--- config.mk ---
export PLATFORM = sky130hd
export DESIGN_NAME = wrs_working_reg_stack
export DESIGN_NICKNAME = d
export VERILOG_FILES = /design/src/rtl/wrs_pkg.sv /design/src/rtl/wrs_working_reg_stack.sv
export VERILOG_INCLUDE_DIRS = /design/src /design/src/rtl
export SDC_FILE = /design/constraint.sdc
export NUM_CORES = 1
export LEC_CHECK = 0
export ABC_AREA = 1
export ABC_CLOCK_PERIOD_IN_PS = 4450
export BUFFER_PORTS_ARGS = -buffer_cell sky130_fd_sc_hd__buf_2
export CORE_MARGIN = 10
export CORE_UTILIZATION = 27
export DETAILED_ROUTE_END_ITERATION = 10
export PLACE_DENSITY = 0.55
export SLEW_MARGIN = 20
export SYNTH_ARGS = -nofsm -noshare
export SYNTH_HDL_FRONTEND = slang
export SYNTH_SLANG_ARGS = --single-unit
--- constraint.sdc ---
create_clock -name aclk -period 4.45 [get_ports aclk]
set_input_delay 0.89 -clock aclk [delete_from_list [all_inputs] [get_ports aclk]]
set_output_delay 0.89 -clock aclk [all_outputs]
set_load 0.05 [all_outputs]
--- src/rtl/wrs_params.svh ---
`ifndef WRS_PARAMS_SVH
`define WRS_PARAMS_SVH
// register indices; the AXI4-Lite byte address is four times the index,
// since the printed offsets are not all word aligned
`define WRS_OFF_SLICE_A     8'hd6
`define WRS_OFF_SLICE_B     8'hd7
`define WRS_OFF_SP_HIGH     8'hd8
`define WRS_OFF_SP_LOW      8'hd9
// reset values of the slice pointers: common area c0h-cfh
`define WRS_RST_SLICE_A     8'hc0
`define WRS_RST_SLICE_B     8'hc8
// 8-bit working register prefix in the upper nibble
`define WRS_WREG_PREFIX     4'hc
// axi response codes
`define WRS_RESP_OKAY       2'b00
`define WRS_RESP_SLVERR     2'b10
`endif

--- src/rtl/wrs_pkg.sv ---
package wrs_pkg;
   // stack operation requested by the execution unit
   typedef enum logic [2:0] {
      WRS_OP_NONE,
      WRS_OP_PUSH,
      WRS_OP_POP,
      WRS_OP_USER_PUSH_DECR,
      WRS_OP_USER_PUSH_INCR,
      WRS_OP_USER_POP_DECR,
      WRS_OP_USER_POP_INCR
   } wrs_stack_op_e;
   typedef logic [7:0] wrs_byte_t;
endpackage

--- src/rtl/wrs_working_reg_stack.sv ---
// The AXI4-Lite slave port was left to the implementer.
`timescale 1ns/1ps
`include "wrs_params.svh"

// What this block does
// - 4-bit operand msb picks slice pointer: 0 first, 1 second.
// - upper five pointer bits become upper five address bits.
// - operand low three bits become address low three bits.
// - 8-bit operand with upper nibble 1100b is decoded as 4-bit form.
// - in the 8-bit form bit 3 picks pointer, bits 2-0 give low bits.
// - stack pointer drops by one before push, rises by one after pop.
// - stack pointer always holds the address of the top byte.
// - call pushes program counter; return pops it back.
// - interrupt pushes program counter and flags; interrupt return pops both.
// - 16-bit stack pointer: high byte at d8h, low byte at d9h.
// - stack pointer has no defined value after reset.
// - low byte wrap carries or borrows into the high byte.
// - user stacks push and pop anywhere with pre or post adjusted pointer.
// - the two slice pointers are read-write registers at d6h and d7h.
// - at reset the pointers select common area c0h-c7h and c8h-cfh.
module wrs_working_reg_stack
(
   // clock and reset
   input  wire logic                  aclk,
   input  wire logic                  aresetn,
   // axi4-lite write address and data
   input  wire logic [9:0]            s_axi_awaddr,
   input  wire logic                  s_axi_awvalid,
   output logic                       s_axi_awready,
   input  wire logic [31:0]           s_axi_wdata,
   input  wire logic [3:0]            s_axi_wstrb,
   input  wire logic                  s_axi_wvalid,
   output logic                       s_axi_wready,
   // axi4-lite write response
   output logic [1:0]                 s_axi_bresp,
   output logic                       s_axi_bvalid,
   input  wire logic                  s_axi_bready,
   // axi4-lite read
   input  wire logic [9:0]            s_axi_araddr,
   input  wire logic                  s_axi_arvalid,
   output logic                       s_axi_arready,
   output logic [31:0]                s_axi_rdata,
   output logic [1:0]                 s_axi_rresp,
   output logic                       s_axi_rvalid,
   input  wire logic                  s_axi_rready,
   // working register operand decode
   input  wire logic [7:0]            operand,
   input  wire logic                  operand_is_short,
   output logic [7:0]                 reg_addr,
   output logic                       operand_is_working,
   // stack operations from the execution unit
   input  wire wrs_pkg::wrs_stack_op_e stack_op,
   input  wire logic [7:0]            user_stack_ptr,
   output logic [7:0]                 stack_access_addr,
   output logic [7:0]                 user_stack_ptr_next,
   output logic [15:0]                stack_pointer
);
   import wrs_pkg::*;

   // ---------------------------------------------------------------
   // state
   // ---------------------------------------------------------------
   logic [7:0]  slice_pointer_a_q;
   logic [7:0]  slice_pointer_b_q;
   logic [15:0] stack_pointer_q;
   logic [15:0] stack_pointer_d;
   logic        aw_held_q;
   logic        w_held_q;
   logic [7:0]  aw_addr_q;
   logic [31:0] w_data_q;
   logic [3:0]  w_strb_q;
   logic        wr_fire;
   logic        wr_hit;
   logic        rd_fire;
   logic        sp_high_loaded_q;
   logic        sp_low_loaded_q;
   logic        sp_loaded;

   // ---------------------------------------------------------------
   // working register address formation
   // ---------------------------------------------------------------
   // pick pointer by the nibble msb and join pointer top with low bits
   function automatic logic [7:0] wreg_addr(input logic [3:0] nib, input logic [7:0] pa,
                                            input logic [7:0] pb);
      logic [7:0] ptr;
      ptr = nib[3] ? pb : pa;
      return {ptr[7:3], nib[2:0]};
   endfunction

   // purely combinational so a pointer write counts from the next decode
   always_comb
   begin
      operand_is_working = operand_is_short || (operand[7:4] == `WRS_WREG_PREFIX);
      if (operand_is_working)
         reg_addr = wreg_addr(operand[3:0], slice_pointer_a_q, slice_pointer_b_q);
      else
         reg_addr = operand;
   end

   // ---------------------------------------------------------------
   // stack pointer arithmetic
   // ---------------------------------------------------------------
   // push pre-decrements, pop post-increments; full 16-bit carry
   always_comb
   begin
      stack_pointer_d     = stack_pointer_q;
      stack_access_addr   = stack_pointer_q[7:0];
      user_stack_ptr_next = user_stack_ptr;
      unique case (stack_op)
         WRS_OP_PUSH:
         begin
            stack_pointer_d   = stack_pointer_q - 16'h0001;
            stack_access_addr = stack_pointer_d[7:0];
         end
         WRS_OP_POP:
         begin
            stack_pointer_d   = stack_pointer_q + 16'h0001;
            stack_access_addr = stack_pointer_q[7:0];
         end
         WRS_OP_USER_PUSH_DECR:
         begin
            user_stack_ptr_next = user_stack_ptr - 8'h01;
            stack_access_addr   = user_stack_ptr_next;
         end
         WRS_OP_USER_PUSH_INCR:
         begin
            user_stack_ptr_next = user_stack_ptr + 8'h01;
            stack_access_addr   = user_stack_ptr_next;
         end
         WRS_OP_USER_POP_DECR:
         begin
            user_stack_ptr_next = user_stack_ptr - 8'h01;
            stack_access_addr   = user_stack_ptr;
         end
         WRS_OP_USER_POP_INCR:
         begin
            user_stack_ptr_next = user_stack_ptr + 8'h01;
            stack_access_addr   = user_stack_ptr;
         end
         default:
         begin
            stack_pointer_d = stack_pointer_q;
         end
      endcase
   end

   // ---------------------------------------------------------------
   // axi4-lite write path
   // ---------------------------------------------------------------
   assign s_axi_awready = !aw_held_q && !s_axi_bvalid;
   assign s_axi_wready  = !w_held_q && !s_axi_bvalid;
   assign wr_fire       = aw_held_q && w_held_q && !s_axi_bvalid;
   assign wr_hit        = (aw_addr_q == `WRS_OFF_SLICE_A) || (aw_addr_q == `WRS_OFF_SLICE_B) ||
                          (aw_addr_q == `WRS_OFF_SP_HIGH) || (aw_addr_q == `WRS_OFF_SP_LOW);

   // hold address and data apart so either may come first
   always_ff @(posedge aclk)
   begin
      if (!aresetn)
      begin
         aw_held_q <= 1'b0;
         w_held_q  <= 1'b0;
         aw_addr_q <= 8'h00;
         w_data_q  <= 32'h0;
         w_strb_q  <= 4'h0;
      end
      else
      begin
         if (s_axi_awvalid && s_axi_awready)
         begin
            aw_held_q <= 1'b1;
            aw_addr_q <= s_axi_awaddr[9:2];          // word index
         end
         else if (wr_fire)
            aw_held_q <= 1'b0;
         if (s_axi_wvalid && s_axi_wready)
         begin
            w_held_q <= 1'b1;
            w_data_q <= s_axi_wdata;
            w_strb_q <= s_axi_wstrb;
         end
         else if (wr_fire)
            w_held_q <= 1'b0;
      end
   end

   // write response, slverr on an unmapped word
   always_ff @(posedge aclk)
   begin
      if (!aresetn)
      begin
         s_axi_bvalid <= 1'b0;
         s_axi_bresp  <= `WRS_RESP_OKAY;
      end
      else if (wr_fire)
      begin
         s_axi_bvalid <= 1'b1;
         s_axi_bresp  <= wr_hit ? `WRS_RESP_OKAY : `WRS_RESP_SLVERR;
      end
      else if (s_axi_bready)
         s_axi_bvalid <= 1'b0;
   end

   // ---------------------------------------------------------------
   // slice pointers
   // ---------------------------------------------------------------
   always_ff @(posedge aclk)
   begin
      if (!aresetn)
      begin
         slice_pointer_a_q <= `WRS_RST_SLICE_A;
         slice_pointer_b_q <= `WRS_RST_SLICE_B;
      end
      else if (wr_fire && w_strb_q[0])
      begin
         if (aw_addr_q == `WRS_OFF_SLICE_A)
            slice_pointer_a_q <= w_data_q[7:0];
         if (aw_addr_q == `WRS_OFF_SLICE_B)
            slice_pointer_b_q <= w_data_q[7:0];
      end
   end

   // ---------------------------------------------------------------
   // stack pointer register
   // ---------------------------------------------------------------
   // no reset on purpose: contents are undefined until software loads them;
   // a bus write in the same cycle as a stack op wins for the written byte
   always_ff @(posedge aclk)
   begin
      stack_pointer_q <= stack_pointer_d;
      if (wr_fire && w_strb_q[0] && (aw_addr_q == `WRS_OFF_SP_HIGH))
         stack_pointer_q[15:8] <= w_data_q[7:0];
      if (wr_fire && w_strb_q[0] && (aw_addr_q == `WRS_OFF_SP_LOW))
         stack_pointer_q[7:0] <= w_data_q[7:0];
   end
   assign stack_pointer = stack_pointer_q;

   // ---------------------------------------------------------------
   // stack pointer load tracking
   // ---------------------------------------------------------------
   // the pointer has no reset, so its checks wait until software has
   // loaded both bytes; before that its value means nothing
   always_ff @(posedge aclk)
   begin
      if (!aresetn)
      begin
         sp_high_loaded_q <= 1'b0;
         sp_low_loaded_q  <= 1'b0;
      end
      else if (wr_fire && w_strb_q[0])
      begin
         if (aw_addr_q == `WRS_OFF_SP_HIGH)
            sp_high_loaded_q <= 1'b1;
         if (aw_addr_q == `WRS_OFF_SP_LOW)
            sp_low_loaded_q <= 1'b1;
      end
   end
   assign sp_loaded = sp_high_loaded_q && sp_low_loaded_q;

   // ---------------------------------------------------------------
   // axi4-lite read path
   // ---------------------------------------------------------------
   assign s_axi_arready = !s_axi_rvalid;
   assign rd_fire       = s_axi_arvalid && s_axi_arready;

   always_ff @(posedge aclk)
   begin
      if (!aresetn)
      begin
         s_axi_rvalid <= 1'b0;
         s_axi_rdata  <= 32'h0;
         s_axi_rresp  <= `WRS_RESP_OKAY;
      end
      else if (rd_fire)
      begin
         s_axi_rvalid <= 1'b1;
         s_axi_rresp  <= `WRS_RESP_OKAY;
         unique case (s_axi_araddr[9:2])
            `WRS_OFF_SLICE_A: s_axi_rdata <= {24'h0, slice_pointer_a_q};
            `WRS_OFF_SLICE_B: s_axi_rdata <= {24'h0, slice_pointer_b_q};
            `WRS_OFF_SP_HIGH: s_axi_rdata <= {24'h0, stack_pointer_q[15:8]};
            `WRS_OFF_SP_LOW:  s_axi_rdata <= {24'h0, stack_pointer_q[7:0]};
            default:
            begin
               s_axi_rdata <= 32'h0;
               s_axi_rresp <= `WRS_RESP_SLVERR;
            end
         endcase
      end
      else if (s_axi_rready)
         s_axi_rvalid <= 1'b0;
   end
endmodule // wrs_working_reg_stack

# Word level (Yosys, flattened, before mapping)
# Cells that the tools add are included.
# Widths: inputs -> output; s select.
# word_totals
wordCells,80
output_inout_bits,82
ff_bits,89
inputBits,83
# op_classes
n_eq_ne,15
n_reduce_logical,30
muxes,17
add_sub_neg,4
# ops
operator,count
$eq 8x8->1 const B,8
$pmux 8 s4,2
$mux 8,4
$pmux 16 s2,1
$add 16x1->16 const B,1
$pmux 8 s2,1
$sub 16x1->16 const B,1
$logic_and 1x1->1,10
$eq 3x3->1 const B,3
$add 8x1->8 const B,1
$reduce_bool 2->1,4
$sub 8x1->8 const B,1
$mux 1,7
$eq 3x2->1 const B,2
$reduce_bool 3->1,2
$reduce_or 2->1,3
$eq 4x4->1 const B,1
$logic_not 1->1,4
$logic_or 1x1->1,4
$mux 2,2
$reduce_and 2->1,2
$reduce_or 4->1,1
$eq 3x1->1 const B,1

# Logic depth before layout (Yosys ltp)
# Gate-level depths: netlist of the first run.
# depth
ltp_word,5
mapped_depth,11
depth_no_buf,11

# Worst setup path after synthesis of the first run
# Ideal clock, no wire load.
# synth_timing
path_kind,input to output
from,in operand[4]
to,out reg_addr[4]
stages,5
required_time_ns,3.560
setup_slack_ns,1.161
path_buffers,0
arrival_time_ns,2.399
cell_sequence,nor2_1 -> a31oi_1 -> inv_1 -> nor2_1 -> a31oi_1
# synth_via
elab_chain_len,3
# synth_rtl
element,line,text
from (decl),wrs_working_reg_stack.sv:47,"input wire logic [7:0] operand,"
$eq 4x4->1 (no line),n/a,
$logic_or 1x1->1,wrs_working_reg_stack.sv:93,operand_is_working = operand_is_short || (operand[7:4] == `WRS_WREG_PREFIX);
via operand_is_working,wrs_working_reg_stack.sv:50,"output logic operand_is_working,"
$mux 8,wrs_working_reg_stack.sv:94,if (operand_is_working)
to (decl),wrs_working_reg_stack.sv:49,"output logic [7:0] reg_addr,"
# The timed path passes the listed nets, and every way through them passes these cells.

# Worst setup path in the final report of the first run
# layout_timing
from,in user_stack_ptr[0]
to,out stack_access_addr[4]
# layout_via
elab_chain_len,2
# layout_rtl
element,line,text
from (decl),wrs_working_reg_stack.sv:53,"input wire logic [7:0] user_stack_ptr,"
$add 8x1->8 / $sub 8x1->8 (equally long branches),"wrs_working_reg_stack.sv:127, wrs_working_reg_stack.sv:122",
$pmux 8 s4 (*),wrs_working_reg_stack.sv:109,unique case (stack_op)
to (decl),wrs_working_reg_stack.sv:54,"output logic [7:0] stack_access_addr,"
# Every way passes the cells marked *; elsewhere a longest branch is shown, timed or not.

==> results of run 1 <==
[power by group]
part	internal (W)	total (W)	leakage, nW	switching (W)
logic	0.0000971	0.000422	1.91	0.000324
clock network	0.000451	0.000706	0.150	0.000256
registers	0.000617	0.000657	0.533	0.0000395
total	0.00116	0.00178	2.60	0.000620
[layer usage]
| metal | vias up | global-route usage | share of wire |
|---|---|---|---|
| met3 | 9 | 0.0371 | 0.073 |
| met5 | - | 0 | 0.00083 |
| li1 | 2477 | - | - |
| met1 | 2140 | 0.162 | 0.46 |
| met2 | 116 | 0.200 | 0.46 |
| met4 | 2 | 0.0238 | 0.0047 |
[worst max-delay path, cell delays in order]
cell	delay [ns]
buf_2	0.14
inv_1	0.09
ha_1	0.23
nand3_1	0.15
xor2_1	0.21
nand2_1	0.08
nand2_1	0.07
nor2_1	0.04
o21ai_0	0.09
buf_2	0.30
[cell type report]
type | instances | area, µm²
Clock inverter | 6 | 67.6
Fill cell | 1877 | 11100
Multi-Input combinational cell | 561 | 2640
Timing Repair Buffer | 101 | 505
Sequential cell | 63 | 1420
Inverter | 67 | 251
Tap cell | 220 | 275
Clock buffer | 10 | 239
[synthesized netlist by cell type, types with 2 or more instances]
cell type	instances
a21oi_1	25
a31oi_1	4
buf_2	7
buf_4	34
clkbuf_1	9
clkinv_1	2
dfxtp_1	47
edfxtp_1	16
ha_1	4
inv_1	59
inv_2	6
nand2_1	191
nand2_2	4
nand3_1	77
nand3_2	4
nand4_1	12
nor2_1	94
nor2_2	3
nor2_4	4
nor3_1	6
o211ai_1	2
o21a_1	2
o21ai_0	70
o21ai_1	2
o221ai_1	5
o22ai_1	4
xnor2_1	2
xor2_1	12
[cell usage in the layout (no fill, tap or decap), types with 2 or more instances in the layout]
cell type and count:
a21oi_1 25, a31oi_1 4, buf_2 101, clkbuf_16 9, clkinv_1 2, clkinv_4 2, conb_1 26, dfxtp_1 47
edfxtp_1 16, ha_1 4, inv_1 59, inv_2 6, inv_4 2, nand2_1 191, nand2_2 4, nand3_1 77
nand3_2 4, nand4_1 12, nor2_1 94, nor2_2 2, nor2_4 5, nor3_1 6, o211ai_1 2, o21a_1 2
o21ai_0 70, o21ai_1 2, o221ai_1 5, o22ai_1 4, xnor2_1 2, xor2_1 12
[kinds of logic after synthesis]
family	Yosys count	synth area share
AOI/OAI and AO/OA	117	0.140
adders and majority gates	4	0.0110
and+or+nand+nor	400	0.382
DFF	63	0.313
other	1	0.000826
buffers and inverters	117	0.127
xor gates and xnor gates	14	0.0270
[stage by stage]
stage / utilization / setup slack [ns] / hold slack, ns / instance area, µm² / power [W]
after floorplan: - / 1.16 / 0.444 / 4640 / 0.00100
after global placement: 0.308 / 1.25 / 0.453 / 5090 / 0.00109
after detailed placement: 0.308 / 1.24 / 0.452 / 5090 / 0.00109
after CTS: 0.327 / 1.24 / 0.461 / 5400 / 0.00181
after global routing: 0.327 / 1.11 / 0.475 / 5400 / 0.00187
final: 0.327 / 1.26 / 0.460 / 5400 / 0.00178
[flip-flops by register name, indices dropped and copies added (netlist names)]
name and count:
stack_pointer 16, aw_addr_q 8, s_axi_rdata 8, slice_pointer_a_q 8, slice_pointer_b_q 8, w_data_q 8
aw_held_q 1, s_axi_bresp 1, s_axi_bvalid 1, s_axi_rresp 1, s_axi_rvalid 1, w_held_q 1
w_strb_q 1
[how the worst max path moves through the flow]
stage,start,endpoint,slack (ns),cells past startpoint
after floorplan,operand[4],reg_addr[4],1.16,5
after global placement,user_stack_ptr[0],stack_access_addr[6],1.25,10
after detailed placement,user_stack_ptr[0],stack_access_addr[4],1.24,10
after CTS,user_stack_ptr[0],stack_access_addr[4],1.24,10
after global routing,user_stack_ptr[0],stack_access_addr[6],1.11,10
final,user_stack_ptr[0],stack_access_addr[4],1.26,10
==> impl_metrics.ini, run 1 <==
[worst_setup_path]
critPathKind = in2out
r2r-end = stack_pointer[12]$_DFFE_PP_
crit_path_max_fanout = 5
worstSetupEndpointType = output port
r2r_start = aw_addr_q[7]$_SDFFE_PN0P_
worstPathRequired_ns = 3.56
r2r_slack_ns = 2.31
cp-start-kind = input pin
crit_arrival_ns = 2.30
reg2reg_depth = 4

[logic_synthesis]
yosys_warnings = 0
synth_ff_type = dfxtp_1
synthDistinctLibCells = 37
synthArstFlopShare = 0
synth_top_area_cell = dfxtp_1
synthTopCellsByArea = dfxtp_1 (21%), nand2_1 (16%), edfxtp_1 (11%)
avgSynthCellArea_um2 = 6.34
ys_ff_latch = 63
synth_top_area_frac = 0.207
synth_edf_count = 16
ys_seq_area_frac = 0.313
syn_inst = 716
syn_area_um2 = 4540

[min_path]
whs_endpoint = s_axi_rdata[4]$_SDFFE_PN0P_
holdPathStages = 2
hp-class = reg2reg
min_from = s_axi_rdata[4]$_SDFFE_PN0P_

[flow_run]
maxCapViolCount = 0

[route]
wl_um = 14500
wl_per_cell_um = 14.1
ant_nets = 0
vias_per_cell = 4.61
vias = 4744
first_pass_iters = 5
drt_iter0_drc = 258
drc = 0

[cells_and_area]
fin_cells = 1028
syn2layout_area_growth_pct = 19.0
nets = 890
n_antenna_cell = 0
drive_above_1_share = 0.173

[timing]
post-route-period-util = 0.716
worst_pin_slew_ns = 0.639
setup_viol = 0
fin_crit_ns = 3.19
rsz0062_at_grt = false
fmax_mhz = 314
maxSlewViolCount = 0
final-hold-violation-count = 0
max_slew_margin = 0.573
fin_tns_setup_ns = 0
skew_ns = 0.00826

[placement]
numPortBuffers = 101
place_congestion = 0.832
dp_hpwl_um = 11500
placed_cells = 1012

[floorplanning]
die_area_um2 = 22400
coreArea_um2 = 16500
die_w_um = 150
initial_utilization = 0.275
ios = 165
die-height_um = 150
row_count = 47

[global_routing]
antenna_found_initial = 1
grt_pass1_wl_um = 22900
grt_max_degree = 38
grt_use_total = 0.125
grt_pass1_vias = 4499
grt-ovfl-total = 0

[cts]
cts_setup_buffers = 0
h-tree-depth = 3
cts_resized = 0
cts_tree = done
numCtsBuffers = 9
cts.sinks = 63
clock_latency_ns = 0.33
cts_buffer_depth = 2
cts_hold_buf = 0
path_clk_slew_ns = 0.06
clockRootBuffer = clkbuf_16

[power_and_ir_drop]
power_density_nw_per_um2 = 330
leakagePower_nw = 2.60
vdd_drop_max_mv = 0.174

[run_status]
status = complete, no violations
Power figures use the tool's default switching activity.
==> inputs of run 2 (changes only) <==
Settings changed: ABC_CLOCK_PERIOD_IN_PS 4450 to 3000.
Clock period 4.45 ns to 3 ns, I/O delays scaled along.
==> run 2 against run 1 <==
  * Cell area grew 0.81%
  * Sequential cell count did not move
  * Setup slack lost 1.0 ns
  * Critical path depth fell by 3
  * Routed wire length up 2.1%
  * Clock power increased by 46%
  * Highest routed layer is now met4
  * Sequential power grew 47%
==> impl_metrics.ini, run 2 (synthesis gave the netlist of run 1 again) <==
[route]
drt_iter0_drc = 360
wl_met1_um = 6780
ant_nets = 0
first_pass_iters = 5
vias_per_cell = 4.67
wl_um = 14800
wl_per_cell_um = 14.3
top_layer = met4
met3_length_um = 1030
vias = 4833
drc = 0
wl_met2_um = 6850

[cts]
clock_latency_ns = 0.32
cts.sinks = 63
numCtsBuffers = 9
path_clk_slew_ns = 0.05
cts_buffer_depth = 2
clockRootBuffer = clkbuf_16
h-tree-depth = 3
cts_setup_buffers = 0
cts_resized = 0
cts_hold_buf = 0
cts_tree = done

[timing]
setup_viol = 0
post-route-period-util = 0.910
final-hold-violation-count = 0
fin_tns_setup_ns = 0
skew_ns = 0.00500
rsz0062_at_grt = false
maxSlewViolCount = 0
worst_pin_slew_ns = 0.637
fin_crit_ns = 2.73
fin_ws_ns = 0.269
fmax_mhz = 366
max_slew_margin = 0.574

[power_and_ir_drop]
leakagePower_nw = 2.63
power.total_w = 0.00264
power_density_nw_per_um2 = 485
vdd_drop_max_mv = 0.276

[cells_and_area]
nets = 897
nFillCells = 1865
syn2layout_area_growth_pct = 19.9
fin_area_um2 = 5450
n_antenna_cell = 0
final_util = 0.330
drive_above_1_share = 0.178
largest_reg_flops = 16
final_cell_mix = nand2_1 (191), buf_2 (101), nor2_1 (94), nand3_1 (77), o21ai_0 (70)
final_common_cell = nand2_1

[placement]
dp_hpwl_um = 11600
numPortBuffers = 101
place_congestion = 0.857
dp_worst_setup_slack_ns = 0.420
place_area_um2 = 5140

[worst_setup_path]
cp-endpoint = stack_access_addr[7]
reg2reg_depth = 7
r2r_slack_ns = 1.09
crit_path_max_fanout = 10
r2r_start = stack_pointer[2]$_DFFE_PP_
worstPathRequired_ns = 2.40
crit_arrival_ns = 2.13
startpoint = stack_pointer[2]$_DFFE_PP_
critPathKind = reg2out
worstSetupEndpointType = output port
r2r-end = stack_pointer[10]$_DFFE_PP_
cp-start-kind = flip-flop

[floorplanning]
die-height_um = 150
row_count = 47
coreArea_um2 = 16500
die_w_um = 150
die_area_um2 = 22400
initial_utilization = 0.275
ios = 165

[run_status]
status = complete, no violations

[global_routing]
grt_pass1_wl_um = 23400
grt_max_degree = 38
antenna_found_initial = 0
grt_use_total = 0.128
grt_pass1_vias = 4583
grt-ovfl-total = 0

[min_path]
hp-class = reg2reg

[flow_run]
maxCapViolCount = 0
==> run 2: metal layers <==
| layer | GRT usage | vias to the layer above |
|---|---|---|
| li1 | - | 2494 |
| met1 | 0.171 | 2181 |
| met2 | 0.202 | 146 |
| met3 | 0.0320 | 12 |
| met4 | 0.0267 | 0 |
| met5 | 0 | - |
==> run 2: per-stage QoR <==
stage / instances / hold WS [ns]
final: 1034 / 0.461
after global routing: 1034 / 0.478
after CTS: 1034 / 0.464
after detailed placement: 1019 / 0.455
after global placement: 1019 / 0.454
after floorplan: 741 / 0.444
==> run 2: layout make-up <==
cell class,count,area (µm²),share of cell area
clock buffers,13,293,0.0537
clock inverters,2,10.0,0.00184
inverters,67,251,0.0462
multi-input cells,561,2640,0.484
flip-flops and latches,63,1420,0.261
well taps,220,275,0.0505
repair buffers,108,558,0.102
==> run 2: power by group <==
group / switching [W] / leakage, nW / total [W] / internal, W
clock: 0.000359 / 0.152 / 0.00103 / 0.000675
sequential: 0.0000528 / 0.533 / 0.000969 / 0.000916
combinational: 0.000490 / 1.95 / 0.000638 / 0.000148
==> run 2: how the worst min path moves through the flow <==
stage,from,end,slack [ns],cells after the start
floorplan,slice_pointer_b_q[5]$_SDFFE_PN0P_,slice_pointer_b_q[5]$_SDFFE_PN0P_,0.44,2
global placement,s_axi_rdata[5]$_SDFFE_PN0P_,s_axi_rdata[5]$_SDFFE_PN0P_,0.45,2
detailed placement,s_axi_rdata[7]$_SDFFE_PN0P_,s_axi_rdata[7]$_SDFFE_PN0P_,0.45,2
CTS,s_axi_rdata[7]$_SDFFE_PN0P_,s_axi_rdata[7]$_SDFFE_PN0P_,0.46,2
global route,s_axi_rdata[2]$_SDFFE_PN0P_,s_axi_rdata[2]$_SDFFE_PN0P_,0.48,2
finish,s_axi_rdata[1]$_SDFFE_PN0P_,s_axi_rdata[1]$_SDFFE_PN0P_,0.46,2
==> run 2: critical path, cell delays in order (launching register included) <==
cell      delay, ns
edfxtp_1       0.61
nor2_4         0.21
nand2_2        0.10
nor2_4         0.19
xor2_1         0.23
nand2_1        0.08
nand4_1        0.11
buf_2          0.27
==> inputs of run 3 (changes only) <==
Settings changed: RECOVER_POWER from default to 100, TNS_END_PERCENT from default to 50.
==> run 3 against run 2 <==
  * Via count is essentially flat
  * Sequential power is essentially flat
  * Routed wire length grew 0.14%
  * Hold slack improved by 0.0036 ns
  * Global-route usage unchanged
  * First-iteration DRC count grew 5.3%
  * Largest power group unchanged
==> impl_metrics.ini, run 3 (synthesis gave the netlist of run 1 again) <==
[run_status]
status = complete, no violations

[route]
first_pass_iters = 5
wl_um = 14800
vias = 4830
ant_nets = 0
wl_per_cell_um = 14.3
vias_per_cell = 4.67
drc = 0
drt_iter0_drc = 379

[cts]
cts_tree = done
cts_hold_buf = 0
h-tree-depth = 3
clock_latency_ns = 0.33
cts_buffer_depth = 2
path_clk_slew_ns = 0.05
cts_setup_buffers = 0
cts_resized = 0
numCtsBuffers = 9
cts.sinks = 63
clockRootBuffer = clkbuf_16

[flow_run]
maxCapViolCount = 0

[worst_setup_path]
cp-start-kind = flip-flop
worstPathRequired_ns = 2.40
cp_slowest_stage_delay_ns = 0.61
startpoint = stack_pointer[2]$_DFFE_PP_
crit_path_max_fanout = 10
r2r_slack_ns = 0.90
critical-path-top-delay-family = simple AND/OR/NAND/NOR gates
r2r_start = w_held_q$_SDFFE_PN0P_
path_cells = nor2_4 > nand2_2 > nor2_4 > xor2_1 > nand2_1 > nand4_1 > clkbuf_2
critPathKind = reg2out
critPathMostFrequentCell = nor2_4
crit_arrival_ns = 2.16
slowest_stage = edfxtp_1
worstSetupEndpointType = output port
cp_num_buf_inv = 1

[power_and_ir_drop]
p_sw_frac = 0.342
p_switching_w = 0.000900
power.internal_w = 0.00173
power_density_nw_per_um2 = 490
p_clk_frac = 0.393
leakagePower_nw = 2.50
vdd_drop_max_mv = 0.277
p_comb_frac = 0.239
seqPwrFrac = 0.369

[timing]
post-route-period-util = 0.920
skew_ns = 0.00556
fmax_mhz = 362
final-hold-violation-count = 0
rsz0062_at_grt = false
fin_crit_ns = 2.76
worst_pin_slew_ns = 1.44
maxSlewViolCount = 0
fin_ws_ns = 0.241
setup_viol = 0
fin_tns_setup_ns = 0
max_slew_margin = 0.0383

[placement]
dp_hpwl_um = 11600
placed_cells = 1019
place_congestion = 0.857
numPortBuffers = 101
place_area_um2 = 5140
dp_worst_setup_slack_ns = 0.420

[min_path]
min_from = s_axi_rdata[1]$_SDFFE_PN0P_
hp-class = reg2reg

[cells_and_area]
nFillCells = 1881
syn2layout_area_growth_pct = 18.2
final_common_cell = nand2_1
largest_reg_flops = 16
final_cell_mix = nand2_1 (193), nor2_1 (95), nand3_1 (79), o21ai_0 (71), inv_1 (61)
nets = 897
fin_area_um2 = 5370
fin_cells = 1034
n_antenna_cell = 0
drive_above_1_share = 0.117

[floorplanning]
coreArea_um2 = 16500
die_area_um2 = 22400
die-height_um = 150
row_count = 47
ios = 165
initial_utilization = 0.275
die_w_um = 150

[global_routing]
antenna_found_initial = 0
grt_max_degree = 38
grt_use_total = 0.128
grt_pass1_wl_um = 23400
grt-ovfl-total = 0
grt_pass1_vias = 4583
[run 3: layer usage]
layer,wire [µm],up-vias,track usage,part of all wire
met5,0,-,0,0
met4,83,0,0.0267,0.0056
met3,983,10,0.0320,0.067
met2,6850,119,0.202,0.46
met1,6860,2208,0.171,0.46
li1,-,2493,-,-
[run 3: worst paths after layout]
path	endpoint	cells past startpoint
setup / recovery	stack_access_addr[7]	7
hold / removal	s_axi_rdata[1]$_SDFFE_PN0P_	2
setup reg to reg	stack_pointer[12]$_DFFE_PP_	7
hold reg to reg	s_axi_rdata[1]$_SDFFE_PN0P_	2
[run 3: power groups by stage]
stage | registers, W | logic [W] | clock network [W]
global route | 0.000975 | 0.000687 | 0.00108
floorplan | 0.00101 | 0.000480 | 0
finish | 0.000969 | 0.000628 | 0.00103
CTS | 0.000969 | 0.000644 | 0.00106
detailed placement | 0.000987 | 0.000642 | 0
global placement | 0.000987 | 0.000641 | 0
[run 3: area by class of cell]
| type | instances | area, µm² | area share |
|---|---|---|---|
| Timing Repair Buffer | 108 | 502 | 0.0935 |
| Inverter | 67 | 251 | 0.0468 |
| Multi-Input combinational cell | 561 | 2620 | 0.487 |
| Tap cell | 220 | 275 | 0.0513 |
| Clock inverter | 2 | 10.0 | 0.00186 |
| Sequential cell | 63 | 1420 | 0.265 |
| Clock buffer | 13 | 293 | 0.0545 |
[run 3: through the flow]
| stage | util | hold slack [ns] | power [W] |
|---|---|---|---|
| after global routing | 0.325 | 0.481 | 0.00274 |
| after floorplan | - | 0.444 | 0.00149 |
| after CTS | 0.330 | 0.464 | 0.00267 |
| after global placement | 0.311 | 0.454 | 0.00163 |
| after detailed placement | 0.311 | 0.455 | 0.00163 |
| final | 0.325 | 0.465 | 0.00263 |
[run 3: worst min-delay path, cell delays in order, from the launching register on]
cell,delay [ns]
dfxtp_1,0.31
nand2_1,0.06
a21oi_1,0.05
